## src/logic/dma_ctrl_pkg.sv

```systemverilog
// Purpose: Shared constants and carriers for the DMA interrupt and bus-mode slice
// Assumes: 8-bit register port, one clock
// Notes: Offsets and field positions live here only
package dma_ctrl_pkg;
  localparam logic [3:0] OFS_IRQ_EN = 4'h0;
  localparam logic [3:0] OFS_CHAN_CTRL = 4'h1;
  localparam logic [3:0] OFS_BUS_CTRL = 4'h2;
  localparam logic [3:0] OFS_STATUS = 4'h3;
  localparam logic [3:0] OFS_XFER_CNT0 = 4'h4;
  localparam logic [3:0] OFS_XFER_CNT1 = 4'h5;
  // Interrupt enable register fields
  localparam int BIT_CH0_END = 0;
  localparam int BIT_CH0_BRK = 1;
  localparam int BIT_CH1_END = 2;
  localparam int BIT_CH1_BRK = 3;
  // Channel control: per channel four bits, stride 4
  localparam int BIT_XFER_EN = 0;
  localparam int BIT_MASTER_EN = 1;
  localparam int BIT_AUTO_REQ = 2;
  localparam int BIT_BURST = 3;
  localparam int CH_STRIDE = 4;
  // Bus control fields
  localparam int BIT_WBUF_EN = 1;
  localparam int BIT_ACK_SEL = 3;
  localparam logic [7:0] IRQ_EN_RESET = 8'h00;
  localparam logic [7:0] BUS_CTRL_RESET = 8'h08;
  localparam logic [7:0] CHAN_CTRL_RESET = 8'h00;
  localparam logic [1:0] ACK_STATE_FULL = 2'h0;
  localparam logic [1:0] ACK_STATE_BURST = 2'h1;

  typedef struct packed {
    logic [3:0] addr;
    logic [7:0] wdata;
    logic wr;
    logic rd;
  } reg_req_t;

  typedef struct packed {
    logic [7:0] data;
    logic last;
  } xfer_word_t;

  typedef enum logic [2:0] {
    BUS_IDLE = 3'b001,
    BUS_OWN = 3'b010,
    BUS_GIVE = 3'b100
  } bus_state_t;
endpackage

```

## src/logic/dma_irq_bus_ctrl.sv

```systemverilog
// Purpose: Two-channel DMA interrupt requests, activation and bus holding
// Assumes: Register port strobes from same clock; external requests async
// Notes:
// Notes on behaviour
// - Break enable set while master enable clear raises break request.
// - Break request drops on break enable clear or master enable set.
// - End enable set while transfer enable clear raises end request.
// - End request drops on end enable clear or transfer enable set.
// - Bit 3 is channel 1 break enable, resets to 0.
// - Bit 1 is channel 0 break enable, resets to 0.
// - Bit 2 is channel 1 end enable, resets to 0.
// - Bit 0 is channel 0 end enable, resets to 0.
// - Channel starts from external request or internal auto-request.
// - Auto-request runs the programmed count with no further requests.
// - Cycle-steal releases the bus after every transfer; the code releases it only while otherBusReq is high.
// - Burst mode keeps the bus until the whole count is done.
// - Ack select 0: full accesses, ack low from first state.
// - Ack select 1 (reset): burst allowed, ack low from second state.
// - Write buffer enable chooses buffered writes, resets to 0.
//
// Added by the designer: the strobed register port and the placing of the registers.
`timescale 1ns/1ps
`default_nettype none
module dma_irq_bus_ctrl
  import dma_ctrl_pkg::*;
(
  // Clock and reset
  input wire logic clk,
  input wire logic rst,
  // Register port
  input wire reg_req_t regReq,
  output logic [7:0] regRdata,
  // External transfer requests (async pins)
  input wire logic [1:0] extReq,
  // System bus arbitration
  input wire logic otherBusReq,
  output logic busOwn,
  output logic transferAckStrobeN,
  output logic writeBufferActive,
  output logic burstAccessAllowed,
  // Transfer word stream out through a two-entry buffer
  output xfer_word_t outWord,
  output logic outValid,
  input wire logic outReady,
  // Interrupt request lines
  output logic [1:0] endIrq,
  output logic [1:0] breakIrq
);

  typedef struct packed {
    logic [7:0] irqEn;
    logic [7:0] chanCtrl;
    logic [7:0] busCtrl;
    logic [7:0] cnt0;
    logic [7:0] cnt1;
    logic [7:0] rdata;
    logic [1:0] extSync1;
    logic [1:0] extSync2;
    logic [1:0] pending;
    bus_state_t bus;
    logic activeCh;
    logic [1:0] ackPhase;
    logic ackN;
    xfer_word_t buf0;
    xfer_word_t buf1;
    logic [1:0] bufCnt;
    logic [1:0] endIrq;
    logic [1:0] breakIrq;
    logic wbufAct;
    logic burstOk;
    // Registered copies so the ownership and valid outputs leave a flop directly
    logic ownQ;
    logic validQ;
  } state_t;

  state_t state_reg;
  state_t state_next;
  logic [7:0] cntCur;
  logic chXferEn;
  logic chBurst;
  logic canPush;
  logic pushWord;
  logic popWord;

  ////////////////////////////////////////////////////////////////////////
  // Combinational next state
  always_comb begin
    state_next = state_reg;
    // Second flop alone reads the first
    state_next.extSync1 = extReq;
    state_next.extSync2 = state_reg.extSync1;
    cntCur = state_reg.activeCh ? state_reg.cnt1 : state_reg.cnt0;
    chXferEn = state_reg.chanCtrl[state_reg.activeCh*CH_STRIDE + BIT_XFER_EN];
    chBurst = state_reg.chanCtrl[state_reg.activeCh*CH_STRIDE + BIT_BURST];
    // Buffer full stalls transfers so a stalled receiver loses no word
    canPush = (state_reg.bufCnt != 2'h2);
    pushWord = 1'b0;
    popWord = state_reg.bufCnt != 2'h0 && outReady;

    // Register writes
    if (regReq.wr) begin
      case (regReq.addr)
        OFS_IRQ_EN: state_next.irqEn = {4'h0, regReq.wdata[3:0]};
        OFS_CHAN_CTRL: state_next.chanCtrl = regReq.wdata;
        OFS_BUS_CTRL: state_next.busCtrl = regReq.wdata & 8'h0A;
        OFS_XFER_CNT0: state_next.cnt0 = regReq.wdata;
        OFS_XFER_CNT1: state_next.cnt1 = regReq.wdata;
        default: ;
      endcase
    end

    // Activation: external pin or auto-request per channel
    for (int c = 0; c < 2; c++) begin
      if (state_reg.chanCtrl[c*CH_STRIDE + BIT_XFER_EN] &&
          state_reg.chanCtrl[c*CH_STRIDE + BIT_MASTER_EN] &&
          (state_reg.chanCtrl[c*CH_STRIDE + BIT_AUTO_REQ] || state_reg.extSync2[c])) begin
        state_next.pending[c] = 1'b1;
      end else begin
        state_next.pending[c] = 1'b0;
      end
    end

    // Bus ownership state machine
    state_next.ackN = 1'b1;
    case (state_reg.bus)
      BUS_IDLE: begin
        state_next.ackPhase = 2'h0;
        if (state_reg.pending[0]) begin
          state_next.activeCh = 1'b0;
          state_next.bus = BUS_OWN;
        end else if (state_reg.pending[1]) begin
          state_next.activeCh = 1'b1;
          state_next.bus = BUS_OWN;
        end
      end
      BUS_OWN: begin
        // Phase 0 is first state, phase 1 second
        if (state_reg.ackPhase == ACK_STATE_FULL) begin
          state_next.ackPhase = ACK_STATE_BURST;
          state_next.ackN = state_reg.busCtrl[BIT_ACK_SEL];
        end else if (!chXferEn || cntCur == 8'h00) begin
          state_next.bus = BUS_GIVE;
        end else if (canPush) begin
          state_next.ackN = 1'b0;
          pushWord = 1'b1;
          if (state_reg.activeCh) begin
            state_next.cnt1 = state_reg.cnt1 - 8'h01;
          end else begin
            state_next.cnt0 = state_reg.cnt0 - 8'h01;
          end
          if (cntCur == 8'h01) begin
            // Count exhausted: clear transfer enable, hand back bus
            state_next.chanCtrl[state_reg.activeCh*CH_STRIDE + BIT_XFER_EN] = 1'b0;
            state_next.bus = BUS_GIVE;
          end else if (!chBurst && otherBusReq) begin
            state_next.bus = BUS_GIVE;
          end else if (!chBurst) begin
            state_next.ackPhase = ACK_STATE_FULL;
          end
        end
      end
      BUS_GIVE: begin
        // One idle cycle lets another master take the bus
        state_next.bus = BUS_IDLE;
        state_next.ackPhase = 2'h0;
      end
      default: state_next.bus = BUS_IDLE;
    endcase

    // Two-entry output buffer
    if (popWord) begin
      state_next.buf0 = state_reg.buf1;
    end
    if (pushWord) begin
      if ((popWord ? state_reg.bufCnt - 2'h1 : state_reg.bufCnt) == 2'h0) begin
        state_next.buf0 = '{data: cntCur, last: cntCur == 8'h01};
      end else begin
        state_next.buf1 = '{data: cntCur, last: cntCur == 8'h01};
      end
    end
    state_next.bufCnt = state_reg.bufCnt + {1'b0, pushWord} - {1'b0, popWord};

    // Level interrupt requests, one pair per channel, from new values
    for (int c = 0; c < 2; c++) begin
      state_next.endIrq[c] = state_next.irqEn[2*c] &&
          !state_next.chanCtrl[c*CH_STRIDE + BIT_XFER_EN];
      state_next.breakIrq[c] = state_next.irqEn[2*c+1] &&
          !state_next.chanCtrl[c*CH_STRIDE + BIT_MASTER_EN];
    end
    state_next.wbufAct = state_next.busCtrl[BIT_WBUF_EN];
    state_next.burstOk = state_next.busCtrl[BIT_ACK_SEL];
    // Output flags from next state, so they line up with the bus and buffer
    state_next.ownQ = state_next.bus == BUS_OWN;
    state_next.validQ = state_next.bufCnt != 2'h0;

    // Read data one cycle after the strobe
    state_next.rdata = 8'h00;
    if (regReq.rd) begin
      case (regReq.addr)
        OFS_IRQ_EN: state_next.rdata = state_reg.irqEn;
        OFS_CHAN_CTRL: state_next.rdata = state_reg.chanCtrl;
        OFS_BUS_CTRL: state_next.rdata = state_reg.busCtrl | 8'h04;
        OFS_STATUS: state_next.rdata = {state_reg.breakIrq, state_reg.endIrq,
                                        state_reg.bus == BUS_OWN, state_reg.activeCh,
                                        state_reg.bufCnt};
        OFS_XFER_CNT0: state_next.rdata = state_reg.cnt0;
        OFS_XFER_CNT1: state_next.rdata = state_reg.cnt1;
        default: state_next.rdata = 8'h00;
      endcase
    end

    if (rst) begin
      state_next = '0;
      state_next.irqEn = IRQ_EN_RESET;
      state_next.chanCtrl = CHAN_CTRL_RESET;
      state_next.busCtrl = BUS_CTRL_RESET;
      state_next.bus = BUS_IDLE;
      state_next.ackN = 1'b1;
      state_next.burstOk = 1'b1;
    end
  end

  ////////////////////////////////////////////////////////////////////////
  // State register
  always_ff @(posedge clk) begin
    state_reg <= state_next;
  end

  // Outputs straight from flops
  assign regRdata = state_reg.rdata;
  assign busOwn = state_reg.ownQ;
  assign transferAckStrobeN = state_reg.ackN;
  assign writeBufferActive = state_reg.wbufAct;
  assign burstAccessAllowed = state_reg.burstOk;
  assign outWord = state_reg.buf0;
  assign outValid = state_reg.validQ;
  assign endIrq = state_reg.endIrq;
  assign breakIrq = state_reg.breakIrq;

  ////////////////////////////////////////////////////////////////////////
  // Checks
  // A register write in the same cycle may legally change the cause, so it is left out
  chk_break_raise: assert property (@(posedge clk) disable iff (rst)
    state_reg.irqEn[BIT_CH0_BRK] && !state_reg.chanCtrl[BIT_MASTER_EN] && !regReq.wr
    |=> breakIrq[0])
    else $error("break request not raised");
  chk_brk1_raise: assert property (@(posedge clk) disable iff (rst)
    state_reg.irqEn[BIT_CH1_BRK] && !state_reg.chanCtrl[CH_STRIDE + BIT_MASTER_EN] &&
    !regReq.wr |=> breakIrq[1])
    else $error("channel 1 break request not raised");
  chk_end0_raise: assert property (@(posedge clk) disable iff (rst)
    state_reg.irqEn[BIT_CH0_END] && !state_reg.chanCtrl[BIT_XFER_EN] && !regReq.wr
    |=> endIrq[0])
    else $error("channel 0 end request not raised");
  chk_break_drop: assert property (@(posedge clk) disable iff (rst)
    regReq.wr && regReq.addr == OFS_CHAN_CTRL && regReq.wdata[BIT_MASTER_EN] |=> !breakIrq[0])
    else $error("break request not dropped");
  chk_end_raise: assert property (@(posedge clk) disable iff (rst)
    state_reg.irqEn[BIT_CH1_END] && !state_reg.chanCtrl[CH_STRIDE + BIT_XFER_EN] &&
    !regReq.wr |=> endIrq[1])
    else $error("end request not raised");
  chk_end_drop: assert property (@(posedge clk) disable iff (rst)
    regReq.wr && regReq.addr == OFS_IRQ_EN && !regReq.wdata[BIT_CH0_END] |=> !endIrq[0])
    else $error("end request not dropped");
  chk_enable_bits: assert property (@(posedge clk) disable iff (rst)
    regReq.wr && regReq.addr == OFS_IRQ_EN |=> state_reg.irqEn == {4'h0, $past(regReq.wdata[3:0])})
    else $error("enable bits not stored");
  // Channel 0 enable bits and the channel 1 end bit reach their own request lines one cycle after the write
  chk_ch0_brk_bit: assert property (@(posedge clk) disable iff (rst)
    regReq.wr && regReq.addr == OFS_IRQ_EN |=>
    breakIrq[0] == ($past(regReq.wdata[BIT_CH0_BRK]) && !state_reg.chanCtrl[BIT_MASTER_EN]))
    else $error("channel 0 break enable bit wrong");
  chk_ch1_end_bit: assert property (@(posedge clk) disable iff (rst)
    regReq.wr && regReq.addr == OFS_IRQ_EN |=>
    endIrq[1] == ($past(regReq.wdata[BIT_CH1_END]) && !state_reg.chanCtrl[CH_STRIDE]))
    else $error("channel 1 end enable bit wrong");
  chk_ch0_end_bit: assert property (@(posedge clk) disable iff (rst)
    regReq.wr && regReq.addr == OFS_IRQ_EN |=>
    endIrq[0] == ($past(regReq.wdata[BIT_CH0_END]) && !state_reg.chanCtrl[BIT_XFER_EN]))
    else $error("channel 0 end enable bit wrong");
  // Channel 0 pending seen in idle must own the bus on the next cycle
  chk_pend_start: assert property (@(posedge clk) disable iff (rst)
    state_reg.bus == BUS_IDLE && state_reg.pending[0] |=> busOwn)
    else $error("pending channel not started");
  chk_count_step: assert property (@(posedge clk) disable iff (rst)
    pushWord && !state_reg.activeCh |=> state_reg.cnt0 == $past(state_reg.cnt0) - 8'h01)
    else $error("count not stepped per transfer");
  chk_buf_bound: assert property (@(posedge clk) disable iff (rst)
    state_reg.bufCnt <= 2'h2)
    else $error("output buffer overfilled");
  // Release is decided in the cycle that moves a word
  chk_steal_release: assert property (@(posedge clk) disable iff (rst)
    state_reg.bus == BUS_OWN && pushWord && !chBurst && otherBusReq |=> !busOwn)
    else $error("bus kept in cycle steal");
  chk_burst_hold: assert property (@(posedge clk) disable iff (rst)
    busOwn && chBurst && chXferEn && cntCur > 8'h01 |=> busOwn)
    else $error("bus dropped during burst");
  chk_ack_select: assert property (@(posedge clk) disable iff (rst)
    $rose(busOwn) && !state_reg.busCtrl[BIT_ACK_SEL] |=> !transferAckStrobeN)
    else $error("ack not low from first state");
  chk_ack_late: assert property (@(posedge clk) disable iff (rst)
    $rose(busOwn) && state_reg.busCtrl[BIT_ACK_SEL] |=> transferAckStrobeN)
    else $error("ack low too early");
  chk_wbuf_follow: assert property (@(posedge clk) disable iff (rst)
    regReq.wr && regReq.addr == OFS_BUS_CTRL |=> writeBufferActive == $past(regReq.wdata[BIT_WBUF_EN]))
    else $error("write buffer enable not followed");
endmodule
`default_nettype wire

```

## config.mk

```make
export PLATFORM = sky130hd
export DESIGN_NAME = dma_irq_bus_ctrl
export DESIGN_NICKNAME = d
export VERILOG_FILES = /design/src/logic/dma_ctrl_pkg.sv /design/src/logic/dma_irq_bus_ctrl.sv
export SDC_FILE = /design/constraint.sdc
export NUM_CORES = 1
export LEC_CHECK = 0
export BUFFER_PORTS_ARGS = -buffer_cell sky130_fd_sc_hd__buf_2
export CAP_MARGIN = 20
export CORE_MARGIN = 1
export CORE_UTILIZATION = 53
export CTS_CLUSTER_DIAMETER = 30
export CTS_CLUSTER_SIZE = 25
export DETAILED_ROUTE_END_ITERATION = 12
export GPL_ROUTABILITY_DRIVEN = 1
export PLACE_DENSITY = 0.75
export SLEW_MARGIN = 20
export SYNTH_ARGS = -nofsm -noshare
export SYNTH_HDL_FRONTEND = slang
export SYNTH_SLANG_ARGS = --single-unit
```

## constraint.sdc

```tcl
create_clock -name clk -period 2.5 [get_ports clk]
set_input_delay 0.5 -clock clk [delete_from_list [all_inputs] [get_ports clk]]
set_output_delay 0.5 -clock clk [all_outputs]
set_load 0.05 [all_outputs]
```

==> results of run 1 <==
-- layout make-up --
cell class	instances	area, um2	share of cell area, %
sequential	76	1530	33.1
clock inverter	4	50.0	1.09
tap	99	124	2.69
timing repair buffer	92	578	12.6
inverter	12	45.0	0.978
clock buffer	11	141	3.07
multi-input combinational	329	2140	46.5
-- power groups by stage --
stage	clock (mW)	sequential [mW]	combinational, mW
3_3_place_gp	0	1.28	0.472
4_1_cts	0.940	1.25	0.478
5_1_grt	0.999	1.25	0.532
2_1_floorplan	0	1.29	0.309
6_report	0.936	1.25	0.496
3_5_place_dp	0	1.28	0.474
-- worst register-to-register path: cells and delay by family (launching register included) --
family                   cells  cell delay, ns
AND/OR/NAND/NOR              4            0.82
AO/OA/AOI/OAI                2            0.26
adder cells (fa/ha/maj)      2            0.38
buffers and inverters        2            0.23
XOR/XNOR                     2            0.33
flip-flops                   1            0.33
-- synth_stat cells, types with 4 or more instances --
| cell type | count | share of area, % |
|---|---|---|
| o31ai_1 | 4 | 0.75 |
| and2_1 | 4 | 0.63 |
| nor2_1 | 30 | 2.8 |
| mux2_2 | 7 | 2.0 |
| a21oi_1 | 17 | 2.1 |
| a31oi_1 | 14 | 2.2 |
| nor2b_1 | 13 | 2.0 |
| clkbuf_1 | 21 | 2.0 |
| ha_1 | 6 | 1.9 |
| nand2b_1 | 4 | 0.63 |
| buf_4 | 22 | 4.1 |
| o31a_1 | 4 | 0.88 |
| a22o_1 | 6 | 1.3 |
| nor4_1 | 24 | 3.8 |
| dfxtp_1 | 76 | 38 |
| inv_1 | 12 | 1.1 |
| buf_2 | 8 | 1.0 |
| a311oi_1 | 10 | 2.2 |
| o21ai_0 | 11 | 1.4 |
| nand2_1 | 52 | 4.9 |
| nor3_1 | 18 | 2.3 |
| a211oi_1 | 9 | 1.7 |
| mux2i_1 | 12 | 3.0 |
| nand3_1 | 22 | 2.8 |
| o21ai_1 | 5 | 0.63 |
| a21o_1 | 5 | 0.94 |
| a222oi_1 | 6 | 1.5 |
-- path summary, 6_finish.rpt --
check	start	end	slack, ns	cells past startpoint
hold reg to reg	state_reg[39]	state_reg[37]	0.44	1
setup / recovery	state_reg[50]	outValid	0.06	12
setup reg to reg	state_reg[50]	outValid	0.06	12
hold / removal	extReq[0]	state_reg[39]	0.34	2
-- cells in the final DEF, fill, tap and decap left out, drive strengths merged, types with 3 or more instances in the layout --
cell    count
a211oi      9
a21o        5
a21oi      17
a222oi      6
a22o        6
a311oi     10
a31oi      14
and2        4
buf        92
clkbuf     11
dfxtp      76
ha          6
inv        12
mux2        7
mux2i      12
nand2      52
nand2b      4
nand3      23
nor2       30
nor2b      13
nor3       19
nor3b       3
nor4       25
o211ai      3
o21ai      17
o31a        4
o31ai       5
-- cells by family (layout without fill, tap and decap cells) --
group / count (synthesis) / after routing / synth area share [%]
simple gates: 188 / 188 / 24.6
xor+xnor: 3 / 3 / 0.659
compound gates: 112 / 112 / 20.3
flops: 76 / 76 / 38.1
fa+ha+maj: 6 / 6 / 1.88
buf+inv: 67 / 119 / 8.84
mux: 20 / 20 / 5.55
-- what timing repair did --
action | 4_1_cts | 5_1_grt
endpoints found under the hold margin | 0 | 0
gates cloned | 0 | 0
pin swaps | 0 | 4
setup endpoints to repair | 1 | 1
gates resized for setup | 1 | 7
-- routing by layer --
layer / up-vias / share of wire [%] / GRT usage (%)
met3: 50 / 11 / 8.40
li1: 1828 / - / -
met1: 1813 / 43 / 42.0
met5: - / 0 / 0
met4: 0 / 3.2 / 12.0
met2: 234 / 43 / 45.7
==> run metrics, run 1 <==
CTS Sinks=76; FP Rows=31; wire per inst=18.4 um; Main synth FF type=dfxtp_1; Worst Path Arrival=2.69 ns; Critical Path RT=2.75 ns; fillers=624; Setup Skew=0.00876 ns; Overflow after GRT=0; Setup CP Type=reg -> reg; area delta synth->final=15.4%; Iteration-0 DRC Markers=426; Seq cells post-synth=76; Logic pwr share=18.5%; DR vias=3925; die area=7880 um2; max reg flops=52; internal cell power=1.88 mW; largest net degree at the start of global routing=37; Synth Instances=472; Post-synth EDFFs=0; Synth Cell Area=3990 um2; CP endpoint kind=flop; CP peak stage delay=0.34 ns; CTS clock-pin slew for the worst setup and hold paths=0.08 ns; Max Freq=0.410 GHz; WP buf/inv=2; Max Slew Vio Count=0; DRT Pass-1 Iters=12; first-pass GRT wire length=17900 um; initial antenna violation count=0; antenna-violating nets left=0; clock power share=34.9%; Design Area, Final=4600 um2; fraction of layout cells with a size suffix above 1=24.8%; Total GRT Usage=30.7%; CTS root buf=clkbuf_8; Psw=0.797 mW; DRC=0; Crit path max-delay family=simple AND/OR/NAND/NOR gates; Max-Cap Viols=0; setup bufs post-CTS=0; hold_ws=0.344 ns; Reg power frac=46.6%; die height=88.8 um; status=finished, final reports clean; IO Count=46; hold buffer count at CTS=0; nets@finish=546; Rel. slew slack=45.2%; Slew @ Worst Pin=0.816 ns; Core Area=7250 um2; syn avg cell area=8.45 um2; post-layout util=63.5%; Syn Nets=498; ANT cells=0; vias per inst=6.30; final WL=11500 um; count of final hold-check violations=0; setup violators final=0; Critical Path Fanout Max=2; via count of the first global-routing pass=3430; Final Wtd Congestion=1.04; CP Cell Sequence=nor4_2 -> buf_4 -> a22o_1 -> a21boi_2 -> nand2_2 -> ha_1 -> inv_1 -> ha_1 -> xor2_1 -> xnor2_1 -> nor2_1 -> or2_2; Peak VDD IR=412 uV; Post-synth ARST share=0%; CTS Buf Count=9; Worst-Skew Late Latency=0.36 ns; Initial Util=55.0%; Leak=1.76 nW; Final min period=2.44 ns; distinct cell type count after synthesis=65; Design Power=2.68 mW; CP dominant cell by count=ha_1; Ys Warns=0; Layout Cells excl Fill=623; Place WS=0.00222 ns; Hold Crit Class=in -> reg; Power Density=582 nW/um2; slowest cell on the critical path=or2_2; CTS tree=built; switch share=29.8%; clk buf depth=2; sequential fraction of the synthesis area=38.1%; HPWL after DPL=8220 um; H-tree Lvls=3; placed cells=608; crit start category=flop; DP Area=4380 um2; Final Cycle Share=97.5%; Die Width=88.8 um; number of port buffers=45; setup_tns=0 ns; worst setup margin=0.0615 ns
(Power assumes the default switching activity.)
==> run 2, diff against run 1 <==
- CORE_UTILIZATION: 53 -> 30
- PLACE_DENSITY: 0.75 -> 0.47
==> run metrics, run 2 (synthesis gave the netlist of run 1 again) <==
Peak VDD IR=422 uV (was 412 uV); largest net degree at the start of global routing=24 (was 37); Final Wtd Congestion=0.894 (was 1.04); max reg flops=52 (unchanged); Power Density=684 nW/um2 (was 582 nW/um2); min-delay src=extReq[1] (was extReq[0]); Critical Path Fanout Max=11 (was 2); hold_ws=0.375 ns (was 0.344 ns); CTS tree=built (unchanged); worst r2r src=state_reg[31] (was state_reg[50]); Final min period=2.38 ns (was 2.44 ns); reg2reg end=outValid (unchanged); via count of the first global-routing pass=3671 (was 3430); die height=117 um (was 88.8 um); area delta synth->final=23.8% (was 15.4%); Slew @ Worst Pin=0.678 ns (was 0.816 ns); Die Width=117 um (was 88.8 um); Max Freq=0.421 GHz (was 0.410 GHz); Setup Skew=0.0111 ns (was 0.00876 ns); fillers=1300 (was 624); Critical Path Source=state_reg[31] (was state_reg[50]); Worst Path Arrival=2.60 ns (was 2.69 ns); Hold Path End=state_reg[40] (was state_reg[39]); commonest cells after routing, fill and taps aside=dfxtp_1, buf_4, nand2_1 (was dfxtp_1, nand2_1, buf_4); nets@finish=555 (was 546); Setup CP Type=reg -> reg (unchanged); vias per inst=5.43 (was 6.30); ANT cells=0 (unchanged); FP Rows=41 (was 31); DRC=0 (unchanged); CP endpoint kind=flop (unchanged); setup violators final=0 (unchanged); antenna-violating nets left=0 (unchanged); CTS clock-pin slew for the worst setup and hold paths=0.06 ns (was 0.08 ns); Total GRT Usage=19.2% (was 30.7%); clk buf depth=2 (unchanged); fraction of layout cells with a size suffix above 1=26.0% (was 24.8%); worst setup margin=0.125 ns (was 0.0615 ns); Leak=1.89 nW (was 1.76 nW); most common cell after layout, fill and taps aside=dfxtp_1 (unchanged); CTS Sinks=76 (unchanged); r2r worst-path depth=11 (was 12); RSZ-0062 raised after global routing=true; Max-Cap Viols=0 (unchanged); Final Cycle Share=95.0% (was 97.5%); Rel. slew slack=54.8% (was 45.2%); count of final hold-check violations=0 (unchanged); CTS root buf=clkbuf_16 (was clkbuf_8); first-pass GRT wire length=20400 um (was 17900 um); Max Slew Vio Count=0 (unchanged); DR vias=3836 (was 3925); CTS Buf Count=9 (unchanged); wire per inst=18.2 um (was 18.4 um); Worst-Skew Late Latency=0.35 ns (was 0.36 ns); Core Area=12800 um2 (was 7250 um2); hold path depth=2 (unchanged); Critical Path RT=2.72 ns (was 2.75 ns); final WL=12900 um (was 11500 um); Initial Util=31.2% (was 55.0%); number of port buffers=45 (unchanged); crit start category=flop (unchanged); Place WS=0.0455 ns (was 0.00222 ns); die area=13800 um2 (was 7880 um2); IO Count=46 (unchanged); Iteration-0 DRC Markers=297 (was 426); HPWL after DPL=9600 um (was 8220 um); Overflow after GRT=0 (unchanged); H-tree Lvls=3 (unchanged); DRT Pass-1 Iters=5 (was 12); Hold Crit Class=in -> reg (unchanged); initial antenna violation count=0 (unchanged); hold buffer count at CTS=0 (unchanged); status=finished, final reports clean (unchanged); R2R Setup Slk=0.12 ns (was 0.06 ns)
==> run 2: changes by cell type in the layout (fill, tap and decap cells not counted), moves of 2 or more <==
cell	before	now
dfxtp_2	0	2
clkbuf_16	0	9
clkbuf_8	10	0
bufinv_16	1	4
buf_4	47	56
==> run 2: power by group <==
part	switching (mW)	leakage, nW	internal [mW]
registers	0.0134	0.615	1.23
logic	0.341	1.10	0.190
clock network	0.523	0.173	1.08
total	0.877	1.89	2.50
==> run 2: what timing repair did <==
item / 4_1_cts / 5_1_grt
gates resized for setup: 0 / 7
endpoints found under the hold margin: 0 / 0
endpoints found under the setup margin: 0 / 8
buffers inserted: 0 / 0
==> run 2: critical path: stages, from the launching register on <==
cell and delay [ns]:
dfxtp_2 0.38, buf_4 0.20, a22o_1 0.25, a21boi_2 0.15, nand2_1 0.11, ha_1 0.29, inv_1 0.04, ha_1 0.17
xor2_1 0.16, xnor2_1 0.14, nor2_1 0.07, or2_2 0.31
==> run 2: layout make-up <==
type / instances / area (um2) / share of cell area [%]
clock buffer: 10 / 229 / 4.63
clock inverter: 6 / 136 / 2.76
inverter: 12 / 45.0 / 0.912
multi-input combinational: 329 / 2150 / 43.4
sequential: 76 / 1520 / 30.8
tap: 172 / 215 / 4.36
timing repair buffer: 101 / 646 / 13.1
==> run 2: metal layers <==
metal	GRT usage (%)	up-vias	wire length (um)
li1	-	1848	-
met1	26.7	1813	6080
met2	27.8	145	5590
met3	3.50	30	753
met4	10.2	0	429
met5	0	-	0
==> run 2: how the worst max path moves through the flow <==
stage	end	slack, ns	depth (start not counted)
after CTS	outValid	0.02	11
after global routing	outValid	-0.05	12
after global placement	outValid	0.12	11
after floorplan	outValid	0.09	13
final	outValid	0.12	11
after detailed placement	outValid	0.05	11
==> run 2: per-stage QoR <==
step / instances / total power [mW] / TNS (ns) / utilization [%] / area, um2
3_5_place_dp: 690 / 1.78 / 0 / 35.6 / 4540
6_report: 706 / 3.38 / 0 / 38.7 / 4940
2_1_floorplan: 472 / 1.60 / 0 / - / 3990
4_1_cts: 706 / 3.38 / 0 / 38.4 / 4910
5_1_grt: 706 / 3.50 / -0.0469 / 38.7 / 4940
3_3_place_gp: 690 / 1.78 / 0 / 35.6 / 4540
